**config.mk**
```make
export PLATFORM = sky130hd
export DESIGN_NAME = portb_bus_match_byte_swap
export DESIGN_NICKNAME = d
export VERILOG_FILES = /design/src/shared/portb_pkg.sv /design/src/verilog/byte_swap.sv /design/src/verilog/lane_parity.sv /design/src/verilog/portb_bus_match_byte_swap.sv
export SDC_FILE = /design/constraint.sdc
export NUM_CORES = 1
export LEC_CHECK = 0
export BUFFER_PORTS_ARGS = -buffer_cell sky130_fd_sc_hd__buf_2
export CAP_MARGIN = 10
export CORE_AREA = 5 5 170 172
export DETAILED_ROUTE_END_ITERATION = 16
export DIE_AREA = 0 0 175 177
export PLACE_DENSITY = 0.85
export SKIP_LAST_GASP = 1
export SYNTH_ARGS = -nofsm -noshare
export SYNTH_HDL_FRONTEND = slang
export SYNTH_SLANG_ARGS = --single-unit
```
**constraint.sdc**
```tcl
create_clock -name sys_clk -period 5.2 [get_ports sys_clk]
set_input_delay 1.04 -clock sys_clk [delete_from_list [all_inputs] [get_ports sys_clk]]
set_output_delay 1.04 -clock sys_clk [all_outputs]
set_load 0.01 [all_outputs]
```
**src/shared/portb_pkg.sv**
```systemverilog
// Purpose: Constants for the port-B bus matching and byte swapping block
// Assumes: Size and swap selects are coded {hi, lo}
// Notes:   Long word is four 9-bit byte lanes, lane 3 on the top bits
//
// Behaviour
// RL1: Long writes stored through selected swap mode
// RL2: Long reads driven through selected swap mode
// RL3: Two word writes assemble, then swap
// RL4: Four byte writes assemble, then swap
// RL5: Word reads swap first, two halves out
// RL6: Unused half holds last queue output value
// RL7: Byte reads swap first, four lanes out
// RL8: Both sizes high reads A-to-B mailbox
// RL9: Both sizes high writes B-to-A mailbox
// RL10: Parity flag checks only lanes in use
// RL11: Port A sees stored order unchanged
// RL12: Swap mode latched on first beat
// RL13: Controller selects long size with zeros
// RL14: Partials gather; last beat stores word
// RL15: Selects sampled on every transfer edge
package portb_pkg;

   localparam int DATA_W = 36;
   localparam int HALF_W = 18;
   localparam int BYTE_W = 9;
   localparam int LANES  = 4;

   // Bus size codes {size_sel_hi, size_sel_lo}
   localparam logic [1:0] SIZE_LONG = 2'h0;
   localparam logic [1:0] SIZE_BYTE = 2'h1;
   localparam logic [1:0] SIZE_WORD = 2'h2;
   localparam logic [1:0] SIZE_MAIL = 2'h3;

   // Swap mode codes {swap_sel_hi, swap_sel_lo}
   localparam logic [1:0] SWAP_NONE  = 2'h0;
   localparam logic [1:0] SWAP_REV   = 2'h1;
   localparam logic [1:0] SWAP_HALF  = 2'h2;
   localparam logic [1:0] SWAP_INNER = 2'h3;

   // Beat counts
   localparam logic [1:0] BEAT_FIRST = 2'h0;
   localparam logic [1:0] WORD_LAST  = 2'h1;
   localparam logic [1:0] BYTE_LAST  = 2'h3;

   // Parity lane masks, bit 3 is the top lane
   localparam logic [3:0] LANES_ALL     = 4'hf;
   localparam logic [3:0] LANES_WORD_BE = 4'hc;
   localparam logic [3:0] LANES_WORD_LE = 4'h3;
   localparam logic [3:0] LANES_BYTE_BE = 4'h8;
   localparam logic [3:0] LANES_BYTE_LE = 4'h1;

   // Reset values
   localparam logic [35:0] DATA_RST = 36'h0;

endpackage

```
**src/verilog/byte_swap.sv**
```systemverilog
// Purpose: Byte-order permutation of one long word
// Assumes: Four lanes of BW bits each
// Notes:   Bit order inside a lane never changes
`timescale 1ns/10ps
`default_nettype none
module byte_swap
   import portb_pkg::*;
#(
   parameter int BW = 9
) (
   // Control
   input  wire logic [1:0]      mode,
   // Data
   input  wire logic [4*BW-1:0] din,
   output logic      [4*BW-1:0] dout
);
   logic [BW-1:0] l3, l2, l1, l0;

   assign l3 = din[4*BW-1:3*BW];
   assign l2 = din[3*BW-1:2*BW];
   assign l1 = din[2*BW-1:BW];
   assign l0 = din[BW-1:0];

   always_comb begin
      case (mode)
         SWAP_REV:   dout = {l0, l1, l2, l3};
         SWAP_HALF:  dout = {l1, l0, l3, l2};
         SWAP_INNER: dout = {l2, l3, l0, l1};
         default:    dout = {l3, l2, l1, l0};
      endcase
   end
endmodule
`default_nettype wire

```
**src/verilog/lane_parity.sv**
```systemverilog
// Purpose: Per-lane parity check with a lane mask
// Assumes: odd_sel high selects odd parity
// Notes:   Masked-off lanes never report an error
`timescale 1ns/10ps
`default_nettype none
module lane_parity #(
   parameter int NL = 4,
   parameter int BW = 9
) (
   // Data and selection
   input  wire logic [NL*BW-1:0] data,
   input  wire logic [NL-1:0]    lane_mask,
   input  wire logic             odd_sel,
   // Result
   output logic                  err
);
   logic [NL-1:0] lane_bad;

   for (genvar i = 0; i < NL; i++) begin : g_lane
      assign lane_bad[i] = lane_mask[i] & ((^data[i*BW +: BW]) != odd_sel);
   end

   assign err = |lane_bad;
endmodule
`default_nettype wire

```
**src/verilog/portb_bus_match_byte_swap.sv**
```systemverilog
// Purpose: Port-B bus matching, byte swapping and mailbox steering
// Assumes: Port-B controller is synchronous logic on sys_clk
// Notes:   Queue storage, flags and port A live outside this block
`timescale 1ns/10ps
`default_nettype none
module portb_bus_match_byte_swap
   import portb_pkg::*;
(
   // Clock and reset
   input  wire logic              sys_clk,
   input  wire logic              rst_n,
   // Port-B controls
   input  wire logic              b_en,
   input  wire logic              b_wr_sel,
   input  wire logic              size_sel_hi,
   input  wire logic              size_sel_lo,
   input  wire logic              endian_sel,
   input  wire logic              swap_sel_hi,
   input  wire logic              swap_sel_lo,
   input  wire logic              odd_sel,
   // Port-B data
   input  wire logic [DATA_W-1:0] b_din,
   output logic      [DATA_W-1:0] b_dout,
   output logic                   portb_parity_err_n,
   // B-to-A queue write side
   output logic      [DATA_W-1:0] ba_wr_data,
   output logic                   ba_wr_valid,
   // A-to-B queue read side
   input  wire logic [DATA_W-1:0] ab_rd_data,
   output logic                   ab_rd_take,
   // Mailboxes
   input  wire logic [DATA_W-1:0] ab_mailbox_data,
   output logic      [DATA_W-1:0] ba_mailbox_data,
   output logic                   ba_mailbox_wr
);

   logic [1:0]        size_code;
   logic [1:0]        swap_code;
   logic              mail_sel;
   logic              fifo_wr;
   logic              fifo_rd;

   logic [1:0]        wr_size_reg;
   logic [1:0]        wr_beat_reg;
   logic [1:0]        wr_swap_reg;
   logic [1:0]        wr_beat_eff;
   logic [1:0]        wr_mode;
   logic              wr_last;
   logic [DATA_W-1:0] aux_reg;
   logic [DATA_W-1:0] asm_word;
   logic [DATA_W-1:0] wr_swapped;

   logic [1:0]        rd_size_reg;
   logic [1:0]        rd_beat_reg;
   logic [1:0]        rd_beat_eff;
   logic [1:0]        be_lane;
   logic              rd_last;
   logic [DATA_W-1:0] rd_swapped;
   logic [DATA_W-1:0] rd_hold_reg;
   logic [DATA_W-1:0] rd_out_reg;
   logic [DATA_W-1:0] rd_word;
   logic [DATA_W-1:0] dout_next;

   logic [LANES-1:0]  par_mask;
   logic              par_err;

   // Transfer decode
   assign size_code = {size_sel_hi, size_sel_lo};
   assign swap_code = {swap_sel_hi, swap_sel_lo};
   assign mail_sel  = (size_code == SIZE_MAIL);      // [RL8] [RL9]
   assign fifo_wr   = b_en & b_wr_sel & ~mail_sel;
   assign fifo_rd   = b_en & ~b_wr_sel & ~mail_sel;

   // ---------------- Write path into the B-to-A queue ----------------
   // A new size restarts assembly; pending partials are dropped
   assign wr_beat_eff = (size_code == wr_size_reg) ? wr_beat_reg : BEAT_FIRST;
   assign wr_mode     = (wr_beat_eff == BEAT_FIRST) ? swap_code : wr_swap_reg; // [RL12]

   always_comb begin
      case (size_code)
         SIZE_WORD: begin
            // Big endian shifts upper half in low; little endian in high [RL3]
            if (endian_sel) begin
               asm_word = {aux_reg[HALF_W-1:0], b_din[DATA_W-1:HALF_W]};
            end else begin
               asm_word = {b_din[HALF_W-1:0], aux_reg[DATA_W-1:HALF_W]};
            end
            wr_last = (wr_beat_eff == WORD_LAST);
         end
         SIZE_BYTE: begin
            // Top lane most significant first, bottom lane least first [RL4]
            if (endian_sel) begin
               asm_word = {aux_reg[DATA_W-BYTE_W-1:0], b_din[DATA_W-1:DATA_W-BYTE_W]};
            end else begin
               asm_word = {b_din[BYTE_W-1:0], aux_reg[DATA_W-1:BYTE_W]};
            end
            wr_last = (wr_beat_eff == BYTE_LAST);
         end
         default: begin
            asm_word = b_din;
            wr_last  = 1'b1;
         end
      endcase
   end

   // Swap after assembly [RL1] [RL3] [RL4]
   byte_swap #(
      .BW   (BYTE_W)
   ) u_wr_swap (
      .mode (wr_mode),
      .din  (asm_word),
      .dout (wr_swapped)
   );

   always_ff @(posedge sys_clk or negedge rst_n) begin
      if (!rst_n) begin
         wr_size_reg <= SIZE_LONG;
         wr_beat_reg <= BEAT_FIRST;
         wr_swap_reg <= SWAP_NONE;
      end else if (fifo_wr) begin
         wr_size_reg <= size_code;                                  // [RL15]
         wr_beat_reg <= wr_last ? BEAT_FIRST : wr_beat_eff + 2'h1;
         if (wr_beat_eff == BEAT_FIRST) begin
            wr_swap_reg <= swap_code;                               // [RL12]
         end
      end
   end

   // Partials gather in the auxiliary register
   always_ff @(posedge sys_clk or negedge rst_n) begin
      if (!rst_n) begin
         aux_reg <= DATA_RST;
      end else if (fifo_wr && !wr_last) begin
         aux_reg <= asm_word;                                       // [RL14]
      end
   end

   // Final beat stores the long word in final order; port A reads it as is
   always_ff @(posedge sys_clk or negedge rst_n) begin
      if (!rst_n) begin
         ba_wr_valid <= 1'b0;
         ba_wr_data  <= DATA_RST;
      end else begin
         ba_wr_valid <= fifo_wr & wr_last;                          // [RL14]
         if (fifo_wr && wr_last) begin
            ba_wr_data <= wr_swapped;                               // [RL11]
         end
      end
   end

   // Mailbox write bypasses assembly and leaves its state alone
   always_ff @(posedge sys_clk or negedge rst_n) begin
      if (!rst_n) begin
         ba_mailbox_wr   <= 1'b0;
         ba_mailbox_data <= DATA_RST;
      end else begin
         ba_mailbox_wr <= b_en & b_wr_sel & mail_sel;               // [RL9]
         if (b_en && b_wr_sel && mail_sel) begin
            ba_mailbox_data <= b_din;                               // [RL9]
         end
      end
   end

   // ---------------- Read path from the A-to-B queue ----------------
   assign rd_beat_eff = (size_code == rd_size_reg) ? rd_beat_reg : BEAT_FIRST;
   assign ab_rd_take  = fifo_rd & (rd_beat_eff == BEAT_FIRST);      // [RL15]
   assign be_lane     = ~rd_beat_eff;

   // Swap mode only matters on the first beat; later beats use the hold
   byte_swap #(
      .BW   (BYTE_W)
   ) u_rd_swap (
      .mode (swap_code),
      .din  (ab_rd_data),
      .dout (rd_swapped)
   );

   assign rd_word = (rd_beat_eff == BEAT_FIRST) ? rd_swapped : rd_hold_reg; // [RL12]

   // Lanes not written keep the last queue output value [RL6] [RL7]
   always_comb begin
      dout_next = rd_out_reg;
      rd_last   = 1'b1;
      case (size_code)
         SIZE_WORD: begin
            rd_last = (rd_beat_eff == WORD_LAST);
            if (endian_sel) begin
               dout_next[DATA_W-1:HALF_W] = rd_beat_eff[0] ? rd_word[HALF_W-1:0]
                                                           : rd_word[DATA_W-1:HALF_W]; // [RL5]
            end else begin
               dout_next[HALF_W-1:0] = rd_beat_eff[0] ? rd_word[DATA_W-1:HALF_W]
                                                      : rd_word[HALF_W-1:0];           // [RL5]
            end
         end
         SIZE_BYTE: begin
            rd_last = (rd_beat_eff == BYTE_LAST);
            if (endian_sel) begin
               dout_next[DATA_W-1:DATA_W-BYTE_W] = rd_word[BYTE_W*be_lane +: BYTE_W];  // [RL7]
            end else begin
               dout_next[BYTE_W-1:0] = rd_word[BYTE_W*rd_beat_eff +: BYTE_W];          // [RL7]
            end
         end
         default: begin
            dout_next = rd_word;                                    // [RL2]
         end
      endcase
   end

   always_ff @(posedge sys_clk or negedge rst_n) begin
      if (!rst_n) begin
         rd_size_reg <= SIZE_LONG;
         rd_beat_reg <= BEAT_FIRST;
      end else if (fifo_rd) begin
         rd_size_reg <= size_code;                                  // [RL15]
         rd_beat_reg <= rd_last ? BEAT_FIRST : rd_beat_eff + 2'h1;
      end
   end

   always_ff @(posedge sys_clk or negedge rst_n) begin
      if (!rst_n) begin
         rd_hold_reg <= DATA_RST;
      end else if (ab_rd_take) begin
         rd_hold_reg <= rd_swapped;                                 // [RL5] [RL7]
      end
   end

   // Mailbox read wins the bus; queue output register and sequencing untouched
   always_ff @(posedge sys_clk or negedge rst_n) begin
      if (!rst_n) begin
         b_dout     <= DATA_RST;
         rd_out_reg <= DATA_RST;
      end else if (b_en && !b_wr_sel && mail_sel) begin
         b_dout <= ab_mailbox_data;                                 // [RL8]
      end else if (fifo_rd) begin
         b_dout     <= dout_next;
         rd_out_reg <= dout_next;                                   // [RL6]
      end
   end

   // ---------------- Parity check of incoming lanes ----------------
   always_comb begin
      case (size_code)
         SIZE_WORD: par_mask = endian_sel ? LANES_WORD_BE : LANES_WORD_LE; // [RL10]
         SIZE_BYTE: par_mask = endian_sel ? LANES_BYTE_BE : LANES_BYTE_LE;
         default:   par_mask = LANES_ALL;
      endcase
   end

   lane_parity #(
      .NL        (LANES),
      .BW        (BYTE_W)
   ) u_par (
      .data      (b_din),
      .lane_mask (par_mask),
      .odd_sel   (odd_sel),
      .err       (par_err)
   );

   always_ff @(posedge sys_clk or negedge rst_n) begin
      if (!rst_n) begin
         portb_parity_err_n <= 1'b1;
      end else begin
         portb_parity_err_n <= ~(b_en & b_wr_sel & par_err);        // [RL10]
      end
   end
endmodule
`default_nettype wire

```
---- Yosys cells after proc, flatten, opt, wreduce, memory -nomap -nowiden ----
Cells that the tools add are included.
word-level totals
  logic and storage cells ................. 100
  bits of input ports ..................... 118
  output and inout bits ................... 112
  register bits ........................... 229
operators by class
  bitwise gates (word level) .............. 17
  mux-type cells .......................... 27
  shift operators ......................... 2
  add/sub/neg operators ................... 2
  equality and inequality tests ........... 19
  multiply operators ...................... 2
  reductions and logical operators ........ 17
operators by type and width
  cell                   count
  $pmux W36 S3           2
  $mux W36               5
  $mux W18               4
  $pmux W36 S2           1
  $shiftx A36 B7 Y9      2
  $pmux W18 S2           1
  $pmux W9 S2            2
  $reduce_xor A9 Y1      4
  $mux W9                2
  $eq A2 B2 Y1 const B   8
  $and A1 B1 Y1          12
  $mul A4 B2 Y6 const A  2
  $eq A2 B1 Y1 const B   5
  $mux W2                5
  $mux W4                2
  $pmux W4 S2            1
  $logic_and A1 B1 Y1    6
  $add A2 B1 Y2 const B  2
  $eq A2 B2 Y1           2
  $logic_not A2 Y1       2
  $ne A1 B1 Y1           4
  $not A1 Y1             4
  $pmux W1 S2            2
  $reduce_or A4 Y1       1
  4 further kinds        5

---- Logic depth before layout (Yosys ltp) ----
Gate-level depths: netlist of the first run.
  depth after elaboration ................. 9
  mapped depth ............................ 15
  mapped depth without buffers ............ 9

---- Hierarchy ----
From an unflattened synthesis of the first run, not the netlist that was laid out.
unflattened totals
  cells, all modules ...................... 1452
  area, all modules ....................... 15198.3 µm²
by module, submodules not included
  module                     area each (µm²)  times used  cells each  sequential area each (µm²)
  portb_bus_match_byte_swap  12977.4          1           1327        5731.7
  byte_swap                  929.6            2           44          0.0
  lane_parity                361.6            1           37          0.0

---- Least setup slack after synthesis of the first run ----
Ideal clock, no wire load.
  path type ............................... input to output
  start point ............................. in size_sel_hi
  end point ............................... out ab_rd_take
  data arrival time ....................... 3.586 ns
  path slack .............................. 0.574 ns
  data required time ...................... 4.160 ns
  path buffers ............................ 7
  stages on the path ...................... 13
  cell sequence ........................... xnor2_1 -> and3_1 -> buf_4 -> inv_1 -> buf_2 -> buf_1 -> ha_1 -> buf_2 -> clkbuf_1 -> nand2_1 -> clkbuf_1 -> clkinv_1 -> clkbuf_1
on the way
  word-level cells in the longest chain between the ends .. 4
  elaborated cells on any way between the ends .. 7
  those cells by class .................... eq/ne: 2; mux: 1; bitwise: 3; reduce/logical: 1
ends and longest elaborated chain
  element                                                   line                                                               text
  start: declaration                                        portb_bus_match_byte_swap.sv:15                                    input wire logic size_sel_hi,
  $eq A2 B2 Y1, on equally long branches                    portb_bus_match_byte_swap.sv:165, portb_bus_match_byte_swap.sv:70
  $mux W2 / $not A1 Y1 (equally long branches)              portb_bus_match_byte_swap.sv:165, portb_bus_match_byte_swap.sv:72
  $logic_not A2 Y1 / $and A1 B1 Y1 (equally long branches)  portb_bus_match_byte_swap.sv:166, portb_bus_match_byte_swap.sv:72
  $and A1 B1 Y1 *                                           portb_bus_match_byte_swap.sv:166                                   assign ab_rd_take = fifo_rd & (rd_beat_eff == BEAT_FIRST);
  end: declaration                                          portb_bus_match_byte_swap.sv:30                                    output logic ab_rd_take,
Mark *: on every way between the ends. The rest lies on a longest branch, timed or not.

---- Final worst setup path of the first run ----
Same ends and word-level chain as after synthesis.

==> summary.md, run 1 <==
| Metric | Value |
|---|---|
| Core ar. | 27300 um^2 |
| Post-Route Skew | 7.41 ps |
| CTS resizes | 0 |
| FF-to-FF End | rd_out_reg[8] |
| Gr ovfl total | 0 |
| Pins Over Slew Limit | 0 |
| Min-delay src | wr_swap_reg[0] |
| Final instance area | 16900 um^2 |
| WL final | 46700 um |
| First-pass GRT wire length | 72800 um |
| Post-CTS setup buffers | 0 |
| Biggest cell delay along the critical path | 400 ps |
| Die W | 175 um |
| Final setup violation count | 0 |
| Initial antenna violation count | 3 |
| Avg Cell Area, Syn | 9.69 um^2 |
| Leak | 7.52 nW |
| Gpl congestion | 0.908 |
| Top_reg_cell synth | dfrtp_1 |
| Clock sink count | 229 |
| Fmax | 265 MHz |
| CP Class | in2out |
| Worst r2r src | rd_size_reg[0] |
| TritonCTS clock tree | built |
| Via Count | 13680 |
| Dpl hpwl | 32700 um |
| Post-synthesis cell count | 1525 |
| Crit end category | output port |
| Multi-input gate area | 8310 um^2 |
| Worst path required time | 4160 ps |
| Hold WC Path Type | reg2reg |
| Layout cells sized above 1 | 0.285 |
| Vias in the first global route | 13239 |
| Worst Path Arrival | 2740 ps |
| Pin count of the biggest net entering global routing | 118 |
| Root buf cell | clkbuf_16 |
| Top Ports | 230 |
| CP max FO | 17 |
| Most used cell along the critical path | buf_2 |
| Final setup TNS | 0 ps |
| H-tree depth | 1 |
| Tmin final | 3780 ps |
| CTS Buffer Depth | 3 |
| Cells after DPL | 1990 |
| Syn. warnings | 0 |
| Area contributors post-synth | dfrtp_1 (39%), mux2_2 (9.8%), mux2i_1 (6.0%), mux4_2 (5.8%), nand2_1 (5.4%) |
| Status | finished clean |
| Final Util | 0.617 |
| ANT nets after route | 0 |
| Nets | 1795 |
| Layout area overhead | 14.1% |
| DP Area | 16000 um^2 |
| Register area | 5730 um^2 |
| Hold path cells | 2 |
| Syn nets | 1648 |
| Unrepaired setup endpoints after global routing | false |
| Post-route clock period utilization | 0.727 |
| Die H | 177 um |
| Cell Area, Synth | 14800 um^2 |
| Worst reg2reg path depth | 10 |
| Buffers and inverters on the worst path | 5 |
| Fillers | 2156 |
| DR pass1 iterations | 6 |
| Startpoint types | input pin |
| FF+latch count, synth | 229 |
| Initial Utilization | 0.541 |
| Top cell type by total area after synthesis | dfrtp_1 |
| Die footprint | 31000 um^2 |
| EDFF count, synth | 0 |
| Antenna diode count | 0 |
| CP max stage cell | clkinv_1 |
| Hold buffer count at cts | 0 |
| Slew HR | 0.180 |
| I/O Buffers | 229 |
| All-Layer GR Usage | 0.290 |
| Synth top area share | 0.386 |
| Worst skew pair latency | 530 ps |
| Worst-Margin Slew | 1230 ps |
| CP delay by family, top | buffers and inverters |
| Rows | 61 |
| Finished Layout Cells | 2038 |
| CTS clock-pin slew for the worst setup and hold paths | 60 ps |
| Max IR drop VDD | 0.306 mV |
| Num CTS Buffers | 26 |
| Initial DRC count | 1730 |
| Critical path cell sequence | buf_2 > xnor2_1 > buf_4 > and3_4 > inv_1 > ha_2 > nand2_1 > clkinv_1 > buf_2 |
| DRC viols | 0 |
| Power density cells | 395 nW/um^2 |
| R2R setup slack | 1870 ps |
| Hold EP | wr_swap_reg[0] |
| Async SR Flop Fraction | 1.00 |
| Register area share after synthesis | 0.388 |
| Distinct cells, synth | 59 |
| Average wire per standard cell | 22.9 um |
| Post-DR vias/cell | 6.71 |
| Hold Vio Cnt, Final | 0 |
| Max_cap viols | 0 |
## power by group
part,switching (mW),internal [mW]
combinational,1.21,0.916
sequential,0.360,2.26
clock,0.740,1.17
## synth_stat cells, drive strengths merged (14+ instances only)
master / n
dfrtp: 228
nand2: 214
o21ai: 131
mux2: 129
mux2i: 90
clkbuf: 85
nor2: 74
nand3: 70
buf: 49
o22ai: 49
mux4: 44
a211oi: 42
xnor2: 40
inv: 37
a21oi: 32
o221ai: 26
a221oi: 19
a32oi: 19
a31oi: 18
o21a: 14
## per-stage QoR
step	power, mW	setup slack [ps]	hold slack, ps
after floorplan	3.94	574	442
after global placement	4.61	1270	455
after detailed placement	4.70	1160	461
after CTS	6.62	1470	475
after global routing	6.97	1270	483
final	6.65	1420	470
## worst max-delay path by stage
stage / from / to / slack [ps] / depth (start not counted)
floorplan: size_sel_hi / ab_rd_take / 570 / 13
global placement: size_sel_lo / rd_out_reg[29] / 1270 / 8
detailed placement: size_sel_hi / rd_out_reg[29] / 1160 / 8
CTS: size_sel_hi / ab_rd_take / 1470 / 9
global route: size_sel_hi / ab_rd_take / 1270 / 9
finish: size_sel_hi / ab_rd_take / 1420 / 9
## cell usage in the layout (no fill, tap or decap), types with 24 or more instances in the layout
master	n
buf_4	24
inv_1	36
o22ai_1	49
xnor2_1	40
o221ai_1	26
buf_2	227
clkbuf_16	27
nor2_1	74
mux2_2	129
mux4_2	38
nand3_1	69
a211oi_1	42
o21ai_0	128
nand2_1	214
mux2i_1	89
dfrtp_1	228
a21oi_1	32
## worst register-to-register path, cell delays in order, from the launching register on
cell and delay, ps:
dfrtp_1 390, xnor2_1 130, buf_4 170, and3_4 190, inv_1 80, ha_2 170
buf_4 610, nand2b_1 580, o221ai_1 190, a211oi_1 520, a211oi_1 160
## kinds of logic (layout without fill, tap and decap cells)
| family | count (synthesis) | in the layout | synth area share |
|---|---|---|---|
| and+or+nand+nor | 396 | 396 | 0.113 |
| DFF | 229 | 229 | 0.388 |
| muxes | 263 | 263 | 0.228 |
| adders and majority gates | 5 | 5 | 0.00424 |
| AOI/OAI and AO/OA | 417 | 417 | 0.190 |
| xor gates and xnor gates | 42 | 42 | 0.0249 |
| buffers and inverters | 173 | 340 | 0.0514 |
## layer usage
metal	share of wire	up-vias	GRT usage
met1	0.37	6578	0.372
li1	-	5979	-
met3	0.11	191	0.0709
met5	0.00071	-	0
met4	0.056	6	0.138
met2	0.47	926	0.466
## final cells by class
type                            count  area share
Clock buffer                       40      0.0459
Clock inverter                      8     0.00698
Inverter                           39     0.00868
Multi-Input combinational cell   1123       0.493
Sequential cell                   229       0.340
Tap cell                          346      0.0257
Timing Repair Buffer              253      0.0801
No activity file was read; power rests on OpenSTA's default activity.
==> run 2, diff against run 1 <==
Clock period 5.2 ns to 3.9 ns, I/O delays scaled along.
==> run 2 against run 1 <==
  * Combinational power grew 34%
  * Worst hold slack got worse by 210 ps
  * Clock-buffer cell count fell by 2
  * Clock power increased by 26%
  * Die area unchanged
  * Sequential power increased by 34%
  * Sequential share of layout area down 0.25 points
  * Global-route usage up 0.55 points
  * Final cell count grew 0.74%
  * Utilization is 0.45 points higher
  * Total power increased by 31%
==> summary.md, run 2 (same netlist as run 1, synthesis figures left out) <==
| Metric | Value |
|---|---|
| Antenna diode count | 0 |
| ANT nets after route | 0 |
| Pins Over Slew Limit | 0 |
| Crit end category | output port |
| Final setup violation count | 0 |
| CTS Buffer Depth | 3 |
| Gpl congestion | 0.938 |
| Post-CTS setup buffers | 0 |
| Unrepaired setup endpoints after global routing | false |
| Layout area overhead | 15.0% |
| DR pass1 iterations | 5 |
| All-Layer GR Usage | 0.296 |
| Worst path required time | 3120 ps |
| Worst reg2reg path depth | 10 |
| Power, Total | 8.75 mW |
| Most common cell after layout, fill and taps aside | dfrtp_1 |
| Initial antenna violation count | 3 |
| Initial Utilization | 0.541 |
| Finished Layout Cells | 2053 |
| Num CTS Buffers | 25 |
| Final setup TNS | 0 ps |
| CP max FO | 17 |
| Dpl hpwl | 33600 um |
| Leak | 7.60 nW |
| CTS resizes | 0 |
| Pin count of the biggest net entering global routing | 97 |
| Slack of the critical path | 595 ps |
| WL final | 47800 um |
| Fmax | 303 MHz |
| Gr ovfl total | 0 |
| First-pass GRT wire length | 73900 um |
| Max_cap viols | 0 |
| TritonCTS clock tree | built |
| Power density cells | 515 nW/um^2 |
| Post-route clock period utilization | 0.847 |
| H-tree depth | 1 |
| Top Ports | 230 |
| DRC viols | 0 |
| I/O Buffers | 229 |
| Cells after DPL | 2007 |
| Die H | 177 um |
| Die W | 175 um |
| Fillers | 2188 |
| Initial DRC count | 1943 |
| Rows | 61 |
| Root buf cell | clkbuf_16 |
| Core ar. | 27300 um^2 |
| Via Count | 13728 |
| Status | finished clean |
| Post-Route Skew | 10.9 ps |
| Max IR drop VDD | 0.401 mV |
| Worst-Margin Slew | 979 ps |
| Layout cells sized above 1 | 0.293 |
| Register area | 5730 um^2 |
| Nets | 1811 |
| Most frequent cells in the layout | dfrtp_1 (228), buf_2 (227), nand2_1 (214) |
| Die footprint | 31000 um^2 |
| Post-DR vias/cell | 6.69 |
| CTS clock-pin slew for the worst setup and hold paths | 70 ps |
| Worst Path Arrival | 2520 ps |
| Startpoint types | input pin |
| Worst skew pair latency | 540 ps |
| Vias in the first global route | 13356 |
| Hold buffer count at cts | 0 |
| CP Class | in2out |
| Clock sink count | 229 |
| Multi-input gate area | 8310 um^2 |
| Tmin final | 3300 ps |
| Slew HR | 0.346 |
| Hold WC Path Type | in2async |
| R2R setup slack | 950 ps |
| Hold Vio Cnt, Final | 0 |
| Pre-CTS setup slack | 466 ps |
| Average wire per standard cell | 23.3 um |
[run 2: per-layer routing]
metal,track usage,part of all wire,vias to the layer above
li1,-,-,6021
met1,0.379,0.37,6631
met2,0.482,0.47,865
met3,0.0647,0.094,205
met4,0.141,0.060,6
met5,0,0.00071,-
[run 2: final timing paths]
path                                startpoint             end
min in group sys_clk                b_dout[26]      b_dout[26]
max in group asynchronous                rst_n      b_dout[12]
worst max-delay path               size_sel_hi      ab_rd_take
worst min-delay path                     rst_n  rd_out_reg[31]
worst max register to register  rd_size_reg[1]      b_dout[27]
worst min register to register      b_dout[26]      b_dout[26]
[run 2: area by class of cell]
| class | instances | share of cell area |
|---|---|---|
| sequential | 229 | 0.337 |
| multi-input combinational | 1123 | 0.489 |
| timing repair buffer | 270 | 0.0908 |
| clock buffer | 38 | 0.0444 |
| clock inverter | 8 | 0.00420 |
| inverter | 39 | 0.00862 |
| tap | 346 | 0.0255 |
[run 2: power by group]
| part | switching, mW | internal [mW] |
|---|---|---|
| clock | 1.00 | 1.40 |
| sequential | 0.487 | 3.01 |
| combinational | 1.61 | 1.24 |
[run 2: critical path, cell delays in order]
cell	delay [ps]
buf_2	140
xnor2_1	160
buf_4	220
and3_4	220
inv_1	60
ha_2	190
nand2_1	90
clkinv_1	370
buf_2	290
[run 2: stage by stage]
step | hold WS [ps] | util | cell area, um^2
after global routing | 335 | 0.622 | 17000
after floorplan | 442 | - | 14800
after detailed placement | 463 | 0.591 | 16200
final | 264 | 0.622 | 17000
after CTS | 316 | 0.622 | 17000
after global placement | 455 | 0.591 | 16200
==> run 3, diff against run 2 <==
Settings changed: ABC_AREA set to 1, CORE_AREA 5 5 170 172 to 5 5 176 178, DIE_AREA 0 0 175 177 to 0 0 181 183.
Clock period 3.9 ns to 2.9 ns, I/O delays scaled along.
==> run 3 against run 2 <==
  * First-iteration DRC count is 3.7% higher
  * Via count is 22% higher
  * Largest cell class unchanged
  * Final cell count is 38% higher
  * Combinational power is 40% higher
  * Highest routed layer is now met4
  * Utilization is 0.93 points lower
  * Total power is 40% higher
  * Register-to-register slack worse by 520 ps
  * Worst setup slack worse by 420 ps
==> summary.md, run 3 <==
| Metric | Value |
|---|---|
| FF+latch count, synth | 229 |
| Worst reg2reg path depth | 14 |
| Avg Cell Area, Syn | 6.78 um^2 |
| Rows | 63 |
| Worst path required time | 2320 ps |
| Tmin final | 2730 ps |
| Root buf cell | clkbuf_16 |
| Die W | 181 um |
| Pre-CTS setup slack | 94.0 ps |
| I/O Buffers | 229 |
| Switching share of total power | 0.356 |
| Gpl congestion | 0.960 |
| Initial antenna violation count | 0 |
| Synth top cells by count | nand2_1 (772), nand3_1 (381), dfrtp_1 (228) |
| Worst r2r src | rd_size_reg[1] |
| Core ar. | 29200 um^2 |
| Hold WS | 294 ps |
| Worst skew pair latency | 540 ps |
| Area contributors post-synth | dfrtp_1 (38%), nand2_1 (19%), nand3_1 (13%), o21ai_0 (7.3%), inv_1 (2.9%) |
| Layout cells sized above 1 | 0.173 |
| Syn. warnings | 0 |
| Most common cell after layout, fill and taps aside | nand2_1 |
| ANT nets after route | 0 |
| Top_reg_cell synth | dfrtp_1 |
| CP Class | reg2out |
| DR pass1 iterations | 12 |
| Antenna diode count | 0 |
| Slew HR | 0.424 |
| CP endpoint | ab_rd_take |
| Hold WC Path Type | in2reg |
| Final instance area | 17900 um^2 |
| Most frequent cells in the layout | nand2_1 (772), nand3_1 (381), dfrtp_1 (228), buf_2 (228), o21ai_0 (223) |
| Async SR Flop Fraction | 1.00 |
| DRC viols | 0 |
| Worst Path Arrival | 2150 ps |
| Pins Over Slew Limit | 0 |
| Dpl hpwl | 38100 um |
| Syn nets | 2367 |
| Final setup TNS | 0 ps |
| First-pass GRT wire length | 85000 um |
| TritonCTS clock tree | built |
| FF-to-FF End | rd_out_reg[4] |
| Max IR drop VDD | 0.550 mV |
| Gr ovfl total | 0 |
| Vias in the first global route | 16163 |
| All-Layer GR Usage | 0.313 |
| Post-CTS setup buffers | 0 |
| Logic pwr share | 0.327 |
| Internal | 7.87 mW |
| Startpoint types | flip-flop |
| Clock share of power | 0.307 |
| Post-route clock period utilization | 0.940 |
| Initial Utilization | 0.520 |
| Min-delay src | ab_mailbox_data[25] |
| Layout area overhead | 17.7% |
| Hold Vio Cnt, Final | 0 |
| Crit end category | output port |
| Final setup violation count | 0 |
| Post-synthesis cell count | 2244 |
| Top Ports | 230 |
| Die footprint | 33100 um^2 |
| CP max FO | 29 |
| CTS clock-pin slew for the worst setup and hold paths | 60 ps |
| R2R setup slack | 430 ps |
| Post-DR vias/cell | 5.89 |
| Most common cell in the netlist | nand2_1 |
| Register area share after synthesis | 0.377 |
| Die H | 183 um |
| Sequential share of power | 0.366 |
| Initial DRC count | 2015 |
| Leak | 9.31 nW |
| DP Area | 16900 um^2 |
| CTS Buffer Depth | 3 |
| Status | finished clean |
| P_sw | 4.36 mW |
| Max_cap viols | 0 |
| Clock sink count | 229 |
| Post-Route Skew | 13.6 ps |
| Worst Setup SP | rd_size_reg[1] |
| WL final | 53600 um |
| Synth top area share | 0.375 |
| Unrepaired setup endpoints after global routing | false |
| Top cell type by total area after synthesis | dfrtp_1 |
| Num CTS Buffers | 26 |
| Pin count of the biggest net entering global routing | 73 |
| Fmax | 367 MHz |
| Slack of the critical path | 174 ps |
| Worst-Margin Slew | 855 ps |
| Average wire per standard cell | 18.9 um |
| H-tree depth | 1 |
| EDFF count, synth | 0 |
| Power density cells | 683 nW/um^2 |
| Distinct cells, synth | 46 |
| Via Count | 16693 |
| Cell Area, Synth | 15200 um^2 |
| Nets | 2549 |
[run 3: cell count changes in the layout (fill, tap and decap cells not counted), sizes merged, moves of 44 or more]
cell	delta
o21ai	+101
mux2i	-90
mux2	-129
inv	+93
nand2	+558
mux4	-44
or2	+54
nand3	+327
[run 3: power by group through the flow]
stage               clock (mW)  sequential [mW]  combinational (mW)
CTS                       3.78             4.46                3.97
finish                    3.76             4.48                4.00
detailed placement           0             4.50                3.94
global placement             0             4.48                3.84
global route              3.90             4.56                4.44
floorplan                    0             4.59                2.30
[run 3: timing repair]
item | CTS | global route
hold endpoints to repair | 2 | 0
setup endpoints to repair | 0 | 1
resized for setup | 0 | 2
hold buffers | 1 | 0
[run 3: final cells by class]
| class | count | area (um^2) |
|---|---|---|
| Clock inverter | 13 | 215 |
| Tap cell | 390 | 488 |
| Multi-Input combinational cell | 1735 | 8270 |
| Fill cell | 2657 | 11300 |
| Timing Repair Buffer | 297 | 1920 |
| Clock buffer | 34 | 762 |
| Inverter | 137 | 519 |
| Sequential cell | 229 | 5730 |
[run 3: critical path: stages (launching register included)]
cell and delay, ps:
dfrtp_1 420, xnor2_2 190, nand3_2 160, ha_1 260, inv_2 160, buf_12 200
nor2_2 70, buf_2 140
[run 3: cells by family after synthesis]
kind of cell,synth area share
AOI/OAI and AO/OA,0.130
adders and majority gates,0.00411
DFF,0.377
buffers and inverters,0.0809
and+or+nand+nor,0.386
xor gates and xnor gates,0.0219
[run 3: metrics by stage]
| stage | utilization | total power [mW] | std cells |
|---|---|---|---|
| floorplan | - | 6.89 | 2244 |
| global placement | 0.578 | 8.31 | 2787 |
| detailed placement | 0.578 | 8.44 | 2787 |
| CTS | 0.612 | 12.2 | 2835 |
| global route | 0.612 | 12.9 | 2835 |
| finish | 0.612 | 12.2 | 2835 |
[run 3: how the worst min path moves through the flow]
stage	end	slack [ps]	cells after the start
3_3_place_gp	ba_mailbox_data[9]	450	2
6_report	b_dout[25]	290	3
3_5_place_dp	ba_mailbox_data[9]	460	2
5_1_grt	b_dout[17]	300	3
2_1_floorplan	aux_reg[0]	280	0
4_1_cts	b_dout[26]	280	3
[run 3: per-layer routing]
metal | vias up | global-route usage | part of all wire
met4 | 0 | 0.183 | 0.076
li1 | 7713 | - | -
met3 | 249 | 0.0450 | 0.084
met5 | - | 0 | 0
met2 | 932 | 0.540 | 0.47
met1 | 7799 | 0.376 | 0.37
